### src/wakeup_pkg.sv
package wakeup_pkg;

  // Source indices, in fixed priority order (lowest index wins)
  localparam int NSRC = 6;
  localparam int SRC_EXT = 0;
  localparam int SRC_PIN_CHANGE = 1;
  localparam int SRC_TIMER = 2;
  localparam int SRC_CONV = 3;
  localparam int SRC_CMP = 4;
  localparam int SRC_LOW_VOLT = 5;

  // Per-source traits: has a wake enable, acts in sleep, acts in green
  localparam logic [NSRC-1:0] SRC_HAS_WE = 6'h3a;
  localparam logic [NSRC-1:0] SRC_IN_SLEEP = 6'h3a;
  localparam logic [NSRC-1:0] SRC_IN_GREEN = 6'h37;

  // Vector addresses
  localparam logic [7:0] VEC_RESET = 8'h00;
  localparam logic [7:0] VEC_EXT = 8'h03;
  localparam logic [7:0] VEC_PIN_CHANGE = 8'h06;
  localparam logic [7:0] VEC_TIMER = 8'h09;
  localparam logic [7:0] VEC_CONV = 8'h0c;
  localparam logic [7:0] VEC_CMP = 8'h0f;
  localparam logic [7:0] VEC_LOW_VOLT = 8'h18;

  // Register word indices (byte address is four times the index)
  localparam logic [2:0] OFS_IRQ_ENABLE = 3'h0;
  localparam logic [2:0] OFS_WAKE_ENABLE = 3'h1;
  localparam logic [2:0] OFS_IRQ_PENDING = 3'h2;
  localparam logic [2:0] OFS_LOW_VOLT_CTRL = 3'h3;
  localparam logic [2:0] OFS_MODE_CTRL = 3'h4;
  localparam logic [2:0] OFS_EVT_STATUS = 3'h5;
  localparam logic [2:0] OFS_EVT_MASK = 3'h6;

  // Field positions in the enable and pending layouts
  localparam int BIT_TIMER = 0;
  localparam int BIT_PIN_CHANGE = 1;
  localparam int BIT_EXT = 2;
  localparam int BIT_CONV = 3;
  localparam int BIT_CMP = 7;
  localparam int WBIT_PIN_CHANGE = 0;
  localparam int WBIT_CMP = 1;
  localparam int WBIT_CONV = 2;
  localparam int LVBIT_WAKE = 3;
  localparam int LVBIT_IE = 4;
  localparam int LVBIT_PEND = 6;
  localparam int MBIT_GIE = 4;

  // Event status bits
  localparam int EVT_WAKE = 0;
  localparam int EVT_VECTOR = 1;
  localparam int EVT_RESET = 2;
  localparam int EVT_PEND_SET = 3;
  localparam int NEVT = 4;

  typedef enum logic [3:0] {
    PM_NORMAL = 4'h1,
    PM_GREEN = 4'h2,
    PM_IDLE = 4'h4,
    PM_SLEEP = 4'h8
  } pmode_t;

  typedef struct packed {
    logic [NSRC-1:0] src;
    logic wdt_timeout;
    logic low_volt_reset;
  } evt_in_t;

  typedef struct packed {
    logic wake;
    logic resume;
    logic vreq;
    logic [7:0] vaddr;
    logic rst_req;
  } disp_out_t;

  typedef struct packed {
    logic main_run;
    logic sub_run;
    logic tmr_run;
  } clk_ctl_t;

  typedef struct packed {
    logic [NSRC-1:0] ie;
    logic [NSRC-1:0] we;
    logic [NSRC-1:0] pend;
    pmode_t mode;
    logic gie;
    logic [NEVT-1:0] evt_st;
    logic [NEVT-1:0] evt_mask;
    logic waitreq;
    logic [31:0] rdata;
    disp_out_t dout;
    clk_ctl_t clk;
    logic irq;
  } core_state_t;

  localparam core_state_t STATE_RESET = '{
    ie: '0, we: '0, pend: '0, mode: PM_NORMAL, gie: 1'b0,
    evt_st: '0, evt_mask: '0, waitreq: 1'b1, rdata: '0,
    dout: '0, clk: '{main_run: 1'b1, sub_run: 1'b1, tmr_run: 1'b1},
    irq: 1'b0};

  function automatic logic [7:0] to_irq_layout(logic [NSRC-1:0] v);
    logic [7:0] r;
    r = 8'h00;
    r[BIT_TIMER] = v[SRC_TIMER];
    r[BIT_PIN_CHANGE] = v[SRC_PIN_CHANGE];
    r[BIT_EXT] = v[SRC_EXT];
    r[BIT_CONV] = v[SRC_CONV];
    r[BIT_CMP] = v[SRC_CMP];
    return r;
  endfunction

  function automatic logic [NSRC-1:0] from_irq_layout(logic [7:0] r,
                                                       logic lv);
    logic [NSRC-1:0] v;
    v = '0;
    v[SRC_TIMER] = r[BIT_TIMER];
    v[SRC_PIN_CHANGE] = r[BIT_PIN_CHANGE];
    v[SRC_EXT] = r[BIT_EXT];
    v[SRC_CONV] = r[BIT_CONV];
    v[SRC_CMP] = r[BIT_CMP];
    v[SRC_LOW_VOLT] = lv;
    return v;
  endfunction

endpackage

### src/src_route.sv
`timescale 1ns/100ps
`default_nettype none

module src_route #(
  parameter bit HAS_WE = 1'b1,
  parameter bit IN_SLEEP = 1'b1,
  parameter bit IN_GREEN = 1'b1
) (
  input wire wakeup_pkg::pmode_t mode,
  input wire logic evt,
  input wire logic ie,
  input wire logic we,
  output logic set_pend,
  output logic wake,
  output logic vect_ok
);
  import wakeup_pkg::*;

  logic active;
  logic low_power;

  always_comb begin
    low_power = (mode == PM_SLEEP) || (mode == PM_IDLE);
    active = evt && !((mode == PM_SLEEP) && !IN_SLEEP)
      && !((mode == PM_GREEN) && !IN_GREEN);
    set_pend = active && ie;
    // Sources without a wake enable wake from idle through their irq enable
    wake = active && low_power && (HAS_WE ? we : ie);
    vect_ok = active && ie && (!low_power || wake);
  end

endmodule // src_route

`default_nettype wire

### src/vector_pick.sv
`timescale 1ns/100ps
`default_nettype none

module vector_pick #(
  parameter int N = 6
) (
  input wire logic [N-1:0] req,
  output logic any,
  output logic [N-1:0] grant,
  output logic [7:0] addr
);
  import wakeup_pkg::*;

  function automatic logic [7:0] vec_of(int i);
    unique case (i)
      SRC_EXT: return VEC_EXT;
      SRC_PIN_CHANGE: return VEC_PIN_CHANGE;
      SRC_TIMER: return VEC_TIMER;
      SRC_CONV: return VEC_CONV;
      SRC_CMP: return VEC_CMP;
      default: return VEC_LOW_VOLT;
    endcase
  endfunction

  always_comb begin
    any = 1'b0;
    grant = '0;
    addr = VEC_RESET;
    for (int i = N - 1; i >= 0; i--) begin
      if (req[i]) begin
        grant = '0;
        grant[i] = 1'b1;
        addr = vec_of(i);
        any = 1'b1;
      end
    end
  end

endmodule // vector_pick

`default_nettype wire

### src/wakeup_irq_dispatch.sv
// Operation
// - Normal mode, ext enabled, global off: set ext pending, next instruction.
// - Normal mode, ext and global enabled: set ext pending, vector 0x03.
// - Pin-change irq enable clear: port changes ignored in normal mode.
// - Sleep, no pin wake, pin irq on: pending only, stay asleep, clocks off.
// - Sleep, pin wake on, irq off: wake, next instruction, no pending.
// - Sleep, pin wake and irq on, global off: wake, pending, next instruction.
// - Sleep, pin wake, irq and global on: wake, pending, vector 0x06.
// - Normal, pin irq on: pending, vector 0x06 if global on else continue.
// - Normal, timer irq on, global off: timer pending, next instruction.
// - Normal, timer irq and global on: timer pending, vector 0x09.
// - Converter wakes sleep/idle only with wake enable; main and sub clocks keep running.
// - Comparator wakes sleep/idle only with wake enable; else plain source.
// - Low-voltage wakes sleep/idle only with wake enable; then irq or continue.
// - Enabled watchdog timeout or low-voltage reset: reset to 0x00, any mode.
// - Converter irq and global on: converter pending, vector 0x0C.
// - Comparator irq and global on: comparator pending, vector 0x0F.
// - Low-voltage irq and global on: low-voltage pending, vector 0x18.
//
// Implementation choices: register access over Avalon-MM and the register offsets.
`timescale 1ns/100ps
`default_nettype none

module wakeup_irq_dispatch (
  input wire logic clk_sys,
  input wire logic sys_rst,
  input wire logic [2:0] avs_address,
  input wire logic avs_read,
  input wire logic avs_write,
  input wire logic [31:0] avs_writedata,
  output logic [31:0] avs_readdata,
  output logic avs_waitrequest,
  input wire wakeup_pkg::evt_in_t evt_in,
  input wire logic wdt_enable,
  input wire logic global_irq_on_op,
  input wire logic global_irq_off_op,
  output wakeup_pkg::disp_out_t disp_out,
  output wakeup_pkg::clk_ctl_t clk_ctl,
  output logic irq_out
);
  import wakeup_pkg::*;

  core_state_t st_r;
  core_state_t st_nxt;
  logic [NSRC-1:0] set_p;
  logic [NSRC-1:0] wake_v;
  logic [NSRC-1:0] vok;
  logic [NSRC-1:0] we_eff;
  logic [NSRC-1:0] grant;
  logic v_any;
  logic [7:0] v_addr;
  logic bus_take;
  logic sw_wr;

  // Watchdog running locks out every wake enable
  assign we_eff = st_r.we & {NSRC{!wdt_enable}};

  for (genvar i = 0; i < NSRC; i++) begin : g_src
    src_route #(
      .HAS_WE(SRC_HAS_WE[i]),
      .IN_SLEEP(SRC_IN_SLEEP[i]),
      .IN_GREEN(SRC_IN_GREEN[i])
    ) u_route (
      .mode(st_r.mode),
      .evt(evt_in.src[i]),
      .ie(st_r.ie[i]),
      .we(we_eff[i]),
      .set_pend(set_p[i]),
      .wake(wake_v[i]),
      .vect_ok(vok[i])
    );
  end

  vector_pick #(
    .N(NSRC)
  ) u_pick (
    .req(vok & {NSRC{st_r.gie}}),
    .any(v_any),
    .grant(grant),
    .addr(v_addr)
  );

  // One wait state: address taken on first edge, access done on second
  assign bus_take = !st_r.waitreq && (avs_read || avs_write);
  assign sw_wr = bus_take && avs_write;

  always_comb begin
    logic [31:0] rd;
    logic [3:0] wm;
    logic rst_evt;
    rd = 32'h0000_0000;
    wm = avs_writedata[3:0];
    rst_evt = (evt_in.wdt_timeout && wdt_enable) || evt_in.low_volt_reset;
    st_nxt = st_r;
    st_nxt.dout.wake = 1'b0;
    st_nxt.dout.resume = 1'b0;
    st_nxt.dout.vreq = 1'b0;
    st_nxt.dout.rst_req = 1'b0;

    unique case (avs_address)
      OFS_IRQ_ENABLE: rd[7:0] = to_irq_layout(st_r.ie);
      OFS_WAKE_ENABLE: begin
        rd[WBIT_PIN_CHANGE] = st_r.we[SRC_PIN_CHANGE];
        rd[WBIT_CMP] = st_r.we[SRC_CMP];
        rd[WBIT_CONV] = st_r.we[SRC_CONV];
      end
      OFS_IRQ_PENDING: rd[7:0] = to_irq_layout(st_r.pend);
      OFS_LOW_VOLT_CTRL: begin
        rd[LVBIT_WAKE] = st_r.we[SRC_LOW_VOLT];
        rd[LVBIT_IE] = st_r.ie[SRC_LOW_VOLT];
        rd[LVBIT_PEND] = st_r.pend[SRC_LOW_VOLT];
      end
      OFS_MODE_CTRL: rd[MBIT_GIE:0] = {st_r.gie, st_r.mode};
      OFS_EVT_STATUS: rd[NEVT-1:0] = st_r.evt_st;
      OFS_EVT_MASK: rd[NEVT-1:0] = st_r.evt_mask;
      default: rd = 32'h0000_0000;
    endcase

    if (st_r.waitreq) begin
      if (avs_read || avs_write) begin
        st_nxt.waitreq = 1'b0;
        st_nxt.rdata = rd;
      end
    end else begin
      st_nxt.waitreq = 1'b1;
    end

    // Software side first so that hardware sets below win
    if (bus_take && avs_read && avs_address == OFS_EVT_STATUS) begin
      st_nxt.evt_st = '0;
    end
    if (sw_wr) begin
      unique case (avs_address)
        OFS_IRQ_ENABLE: begin
          st_nxt.ie = from_irq_layout(avs_writedata[7:0],
                                      st_r.ie[SRC_LOW_VOLT]);
        end
        OFS_WAKE_ENABLE: begin
          st_nxt.we[SRC_PIN_CHANGE] = avs_writedata[WBIT_PIN_CHANGE];
          st_nxt.we[SRC_CMP] = avs_writedata[WBIT_CMP];
          st_nxt.we[SRC_CONV] = avs_writedata[WBIT_CONV];
        end
        OFS_IRQ_PENDING: begin
          // Writing zero clears a flag, writing one leaves it
          st_nxt.pend = st_r.pend & from_irq_layout(avs_writedata[7:0],
                                                    1'b1);
        end
        OFS_LOW_VOLT_CTRL: begin
          st_nxt.we[SRC_LOW_VOLT] = avs_writedata[LVBIT_WAKE];
          st_nxt.ie[SRC_LOW_VOLT] = avs_writedata[LVBIT_IE];
          st_nxt.pend[SRC_LOW_VOLT] = st_r.pend[SRC_LOW_VOLT]
            && avs_writedata[LVBIT_PEND];
        end
        OFS_MODE_CTRL: begin
          st_nxt.gie = avs_writedata[MBIT_GIE];
          // Illegal mode codes leave the mode alone
          if ($onehot(wm)) begin
            st_nxt.mode = pmode_t'(wm);
          end
        end
        OFS_EVT_MASK: st_nxt.evt_mask = avs_writedata[NEVT-1:0];
        default: st_nxt.mode = st_nxt.mode;
      endcase
    end

    if (global_irq_on_op) begin
      st_nxt.gie = 1'b1;
    end
    if (global_irq_off_op) begin
      st_nxt.gie = 1'b0;
    end

    st_nxt.pend = st_nxt.pend | set_p;
    if (|wake_v) begin
      st_nxt.mode = PM_NORMAL;
      st_nxt.dout.wake = 1'b1;
      st_nxt.dout.resume = !v_any;
    end
    if (v_any) begin
      // Taking a vector masks further vectors until re-enabled
      st_nxt.gie = 1'b0;
      st_nxt.dout.vreq = 1'b1;
      st_nxt.dout.vaddr = v_addr;
    end

    if (rst_evt) begin
      st_nxt.dout.rst_req = 1'b1;
      st_nxt.dout.vreq = 1'b0;
      st_nxt.dout.resume = 1'b0;
      st_nxt.dout.vaddr = VEC_RESET;
      st_nxt.dout.wake = (st_r.mode != PM_NORMAL);
      st_nxt.mode = PM_NORMAL;
      st_nxt.ie = '0;
      st_nxt.pend = '0;
      st_nxt.gie = 1'b0;
    end

    st_nxt.evt_st[EVT_WAKE] = st_nxt.evt_st[EVT_WAKE] || st_nxt.dout.wake;
    st_nxt.evt_st[EVT_VECTOR] = st_nxt.evt_st[EVT_VECTOR]
      || st_nxt.dout.vreq;
    st_nxt.evt_st[EVT_RESET] = st_nxt.evt_st[EVT_RESET] || rst_evt;
    st_nxt.evt_st[EVT_PEND_SET] = st_nxt.evt_st[EVT_PEND_SET]
      || ((|set_p) && !rst_evt);

    // Converter wake keeps both clocks alive in sleep and idle
    st_nxt.clk.main_run = (st_nxt.mode == PM_NORMAL)
      || (st_nxt.we[SRC_CONV] && !wdt_enable);
    st_nxt.clk.sub_run = (st_nxt.mode != PM_SLEEP)
      || (st_nxt.we[SRC_CONV] && !wdt_enable);
    st_nxt.clk.tmr_run = (st_nxt.mode != PM_SLEEP);
    st_nxt.irq = |(st_nxt.evt_st & st_nxt.evt_mask);
  end

  always_ff @(posedge clk_sys) begin
    if (sys_rst) begin
      st_r <= STATE_RESET;
    end else begin
      st_r <= st_nxt;
    end
  end

  assign avs_readdata = st_r.rdata;
  assign avs_waitrequest = st_r.waitreq;
  assign disp_out = st_r.dout;
  assign clk_ctl = st_r.clk;
  assign irq_out = st_r.irq;

  // Helper: no reset event, no software write, no global op this cycle
  logic quiet;
  assign quiet = !evt_in.wdt_timeout && !evt_in.low_volt_reset && !sw_wr
    && !global_irq_on_op && !global_irq_off_op;
endmodule // wakeup_irq_dispatch

`default_nettype wire

### config.mk
export PLATFORM = sky130hd
export DESIGN_NAME = wakeup_irq_dispatch
export DESIGN_NICKNAME = d
export VERILOG_FILES = /design/src/wakeup_pkg.sv /design/src/src_route.sv /design/src/vector_pick.sv /design/src/wakeup_irq_dispatch.sv
export SDC_FILE = /design/constraint.sdc
export NUM_CORES = 1
export LEC_CHECK = 0
export BUFFER_PORTS_ARGS = -buffer_cell sky130_fd_sc_hd__buf_2
export CORE_MARGIN = 1
export CORE_UTILIZATION = 45
export CTS_CLUSTER_DIAMETER = 30
export DETAILED_ROUTE_END_ITERATION = 12
export MAX_ROUTING_LAYER = met4
export PLACE_DENSITY = 0.76
export SLEW_MARGIN = 40
export SYNTH_ARGS = -nofsm -noshare
export SYNTH_HDL_FRONTEND = slang
export SYNTH_SLANG_ARGS = --single-unit
### constraint.sdc
create_clock -name clk_sys -period 3.43 [get_ports clk_sys]
set_clock_uncertainty 0.2 [all_clocks]
set_input_delay 1.029 -clock clk_sys [delete_from_list [all_inputs] [get_ports clk_sys]]
set_output_delay 1.029 -clock clk_sys [all_outputs]
set_load 0.02 [all_outputs]
# [Yosys cells after proc, flatten, opt, wreduce, memory -nomap -nowiden]
# Index checks and enable logic that the tools add are counted.
[totals] register_bits=53 in_bits=50 word_cells=153
[classes] addsub=3 n_eq_ne=13 n_mux=37 bitwise=7 reduce_logical=72
[op_table] cell="$mux 5" count=8
[op_table] cell="$logic_and 1x1->1" count=35
[op_table] cell="$mux 33" count=1
[op_table] cell="$mux 4" count=6
[op_table] cell="$and 6x6->6" count=3
[op_table] cell="$pmux 3 s6" count=1
[op_table] cell="$logic_or 1x1->1" count=15
[op_table] cell="$mux 1" count=13
[op_table] cell="$mux 12" count=1
[op_table] cell="$reduce_or 6->1" count=2
[op_table] cell="$mux 11" count=1
[op_table] cell="$reduce_and 2->1" count=5
[op_table] cell="$eq 3x3->1 const B" count=3
[op_table] cell="$mux 9" count=1
[op_table] cell="$reduce_or 4->1" count=2
[op_table] cell="$logic_not 1->1" count=7
[op_table] cell="$eq 3x1->1 const B" count=2
[op_table] cell="$eq 3x2->1 const B" count=2
[op_table] cell="$or 6x6->6" count=1
[op_table] cell="$pmux 1 s2" count=3
[op_table] cell="$pmux 1 s6" count=1
[op_table] cell="$add 1x1->2" count=2
[op_table] cell="$and 4x4->4" count=1
[op_table] cell="$eq 4x1->1 const B" count=1
[op_table] cell="12 further kinds" count=15

# [Depth between registers and ports, before layout]
[logic_depth] depth_word=20 ltp_mapped=10 ltp_nobuf=10

# [Cells and area by module]
# A second synthesis with hierarchy kept.
[unflattened] hier_cells=360 area_unflattened_um2=3075.4
[modules_own_cells] module="wakeup_irq_dispatch" instances=1 cells_per_inst=303 area_each_um2=2691.3
[modules_own_cells] module="vector_pick" instances=1 cells_per_inst=22 area_each_um2=140.1
[modules_own_cells] module="src_route (g_src[1].u_route ...)" instances=3 cells_per_inst=5 area_each_um2=36.3
[modules_own_cells] module="src_route (g_src[0].u_route ...)" instances=2 cells_per_inst=6 area_each_um2=42.5
[modules_own_cells] module="src_route (g_src[3].u_route)" instances=1 cells_per_inst=8 area_each_um2=50.0

# [Least setup slack after synthesis]
# No wires, ideal clock.
[synth_path] path_kind="input to register" start="input port avs_writedata[0]" end="register st_r (netlist bit clk_ctl[1])" arrival_ns=3.361 slack_ns=-0.251 cell_stages=10 path_cell_list="inv_1 -> fa_1 -> inv_1 -> ha_1 -> ha_1 -> nor2_1 -> nand4_4 -> mux2_4 -> or3_4 -> or2_1"
[synth_between] elab_chain_len=10
[synth_rtl] element="from (decl)" line_no="wakeup_irq_dispatch.sv:30" source="input wire logic [31:0] avs_writedata,"
[synth_rtl] element="$add 1x1->2 (not written as such)" line_no="wakeup_irq_dispatch.sv:157" source="if ($onehot(wm)) begin"
[synth_rtl] element="$add 2x2->3 (not written as such)" line_no="wakeup_irq_dispatch.sv:157"
[synth_rtl] element="$eq 3x1->1" line_no="wakeup_irq_dispatch.sv:157"
[synth_rtl] element="$mux 4 (*)" line_no="wakeup_irq_dispatch.sv:157"
[synth_rtl] element="$mux 4 (*)" line_no="wakeup_irq_dispatch.sv:133" source="unique case (avs_address)"
[synth_rtl] element="$mux 11 (*)" line_no="wakeup_irq_dispatch.sv:132" source="if (sw_wr) begin"
[synth_rtl] element="$mux 4 (*)" line_no="wakeup_irq_dispatch.sv:174" source="if (|wake_v) begin"
[synth_rtl] element="$mux 5 (*)" line_no="wakeup_irq_dispatch.sv:186" source="if (rst_evt) begin"
[synth_rtl] element="$ne 4x4->1 (*)" line_no="wakeup_irq_dispatch.sv:208" source="st_nxt.clk.sub_run = (st_nxt.mode != PM_SLEEP)"
[synth_rtl] element="$logic_or 1x1->1 (*)" line_no="wakeup_irq_dispatch.sv:209" source="|| (st_nxt.we[SRC_CONV] && !wdt_enable);"
[synth_rtl] element="to (signal assigned)" line_no="wakeup_irq_dispatch.sv:218" source="st_r <= st_nxt;"
[synth_rtl] element="to (decl)" line_no="wakeup_irq_dispatch.sv:43" source="core_state_t st_r;"
# Mark *: on every way between the ends. The rest lies on a longest branch, timed or not. The select of a mux whose other input is x is not followed.
# A chain may end at the register's enable or synchronous reset.

# [Worst setup path in the final report]
# Ends and elaborated chain as after synthesis.

==> flow_summary.yaml <==
outcome:
  status: "finished clean"
yosys:
  postSynthRegisterBits: 50
  synth-simple-area-share_pct: 23.4
  async_flop_share_pct: 0
  postSynthAreaPerCell_um2: 8.45
  synthXorXnorAreaFrac_pct: 0.308
  syn_inst: 337
  yosysTopAreaCell: "dfxtp_1"
  synth_compound_area_share_pct: 17.5
  synth_top_family_by_area: "simple AND/OR/NAND/NOR gates"
  yosys_warnings: 0
  synth_ff_type: "dfxtp_1"
  yosys.area_share.adder_pct: 1.58
  synthDistinctLibCells: 64
  synth.top_cells.by_area: "dfxtp_1 35%, buf_4 12%, nor2_1 5.0%"
  ys_seq_area_share_pct: 35.1
  synth.cell_area_um2: 2850
  synth_top_area_share_pct: 35.1
  synthMuxAreaShare_pct: 6.55
  synth_edf_count: 0
drt:
  drt-pass1-iter-count: 5
  drt-vias-per-instance: 5.56
  drt.antenna.violating_nets: 0
  dr_total_vias: 2469
  drt_wl_total_um: 6930
  routedWlPerCell_um: 15.6
  first_iter_violations: 245
  drc: 0
floorplanning:
  fp-row-count: 28
  core_um2: 6030
  ios: 99
  initial_core_util_pct: 47.3
  die_w_um: 81.6
  die_area_um2: 6650
  die_h_um: 81.6
critical_path:
  worstPathRequired_ps: 3430
  path_class: "in -> reg"
  crit_path_end_kind: "register"
  arrival_ps: 3240
  cp_max_fo: 2
  startpoint_type: "input pin"
clocking:
  clk_latency_ps: 310
  path_clk_slew_ps: 90
  cts_buffers: 5
  clockBufferDepth: 2
  clock_sinks: 50
  cts_hold_buf: 0
  cts.htree.levels: 2
  post_cts_buffers: 0
  root_buffer: "clkbuf_8"
  cts_resized: 0
  cts_tree: "done"
timing:
  period_share_pct: 94.3
  holdWs_ps: 256
  timing.fmax_mhz: 309
  final-setup-viol-count: 0
  tightest_slew_ps: 704
  slew_violations: 0
  fin_setup_tns_ps: 0
  slew_headroom_pct: 52.5
  hold_viol: 0
  fin_crit_ps: 3230
  rsz0062_at_grt: "false"
global_route:
  grt_pass1_wl_um: 11100
  antenna_found_initial: 0
  grt_start_max_net_pins: 26
  grt-ovfl-total: 0
  gr-usage-all-layers_pct: 22.9
  grt_pass1_vias: 2266
finish:
  n_fill_cell: 576
  final_cell_mix: "50 x dfxtp_1, 45 x buf_2, 37 x nor2_1"
  mostFrequentLayoutCell: "dfxtp_1"
  area_delta_synth_final_pct: 8.88
  num_antenna_cells: 0
  drive_gt1_share_pct: 23.8
  finalNetCount: 421
placed_design:
  place.gp.congestion: 0.962
  dp_hpwl_um: 5260
  port_buffers: 45
power:
  worst_ir_drop_vdd_uv: 234
  powerDensity_nw_per_um2: 403
  p_leak_nw: 1.26
job:
  maxCapViolations: 0
hold_path:
  hold_class: "reg -> reg"
## flip-flops by register name (all words and copies together) (netlist names)
register and flops:
clk_ctl 3, irq_out 1, avs_readdata 7, disp_out 9, avs_waitrequest 1, st_r 29
## per-stage QoR
stage / util (%) / area [um^2] / setup slack (ps) / power (mW) / std cells
2_1_floorplan: - / 2980 / -12.4 / 0.741 / 364
3_3_place_gp: 49.2 / 2960 / -111 / 0.762 / 436
3_5_place_dp: 49.2 / 2960 / -132 / 0.765 / 436
4_1_cts: 51.5 / 3100 / 199 / 1.26 / 444
5_1_grt: 51.5 / 3100 / 138 / 1.30 / 444
6_report: 51.5 / 3100 / 195 / 1.25 / 444
## cell usage after synthesis, drive strengths merged, types with 4 or more instances
cell type and n:
o21ai 17, and3 5, or2 4, and2 4, a21oi 26, nor2b 6, nand3 16, mux2 6
buf 52, clkbuf 7, inv 6, dfxtp 50, nand2 27, nor2 38, nand4 4, mux2i 7
## worst max-delay path: stages
cell and delay (ps):
buf_2 130, clkinvlp_4 100, fa_1 480, inv_1 40, ha_2 190, ha_4 240
nor2_4 90, nand4_4 90, mux2_4 330, or3_4 320, or2_1 200
## routing by layer
metal	wire (um)	vias to the layer above	global-route usage (%)	share of wire [%]
met3	522	18	4.67	7.5
li1	-	1186	-	-
met4	165	0	8.21	2.4
met5	0	-	-	0
met2	3160	118	34.0	46
met1	3090	1147	30.5	45
## logic make-up (layout without fill, tap and decap cells)
family / Yosys count / in the layout
AND/OR/NAND/NOR: 125 / 125
AO/OA/AOI/OAI: 77 / 77
buffers and inverters: 65 / 70
flip-flops: 50 / 50
multiplexers: 15 / 15
adder cells (fa/ha/maj): 3 / 3
other: 1 / 28
XOR/XNOR: 1 / 1
## cell type report
cell class / count / area (um^2) / area share [%]
multi-input combinational: 249 / 1530 / 49.5
sequential: 50 / 1000 / 32.3
timing repair buffer: 56 / 308 / 9.93
tap: 75 / 93.8 / 3.03
clock buffer: 5 / 68.8 / 2.22
clock inverter: 3 / 68.8 / 2.22
inverter: 6 / 26.3 / 0.847
## power by group
group | internal, mW | leakage, nW | switching (mW)
registers | 0.588 | 0.405 | 0.00594
clock network | 0.292 | 0.0683 | 0.203
logic | 0.0504 | 0.787 | 0.109
total | 0.931 | 1.26 | 0.318
## path summary, 6_finish.rpt
kind / start / to / slack, ps / depth (start not counted)
setup / recovery: avs_writedata[0] / clk_ctl[1] / 200 / 11
hold / removal: avs_readdata[6] / avs_readdata[6] / 260 / 2
setup reg to reg: st_r[61] / st_r[54] / 1070 / 5
hold reg to reg: avs_readdata[6] / avs_readdata[6] / 260 / 2
Note: power is estimated with default switching activity, not from simulation.
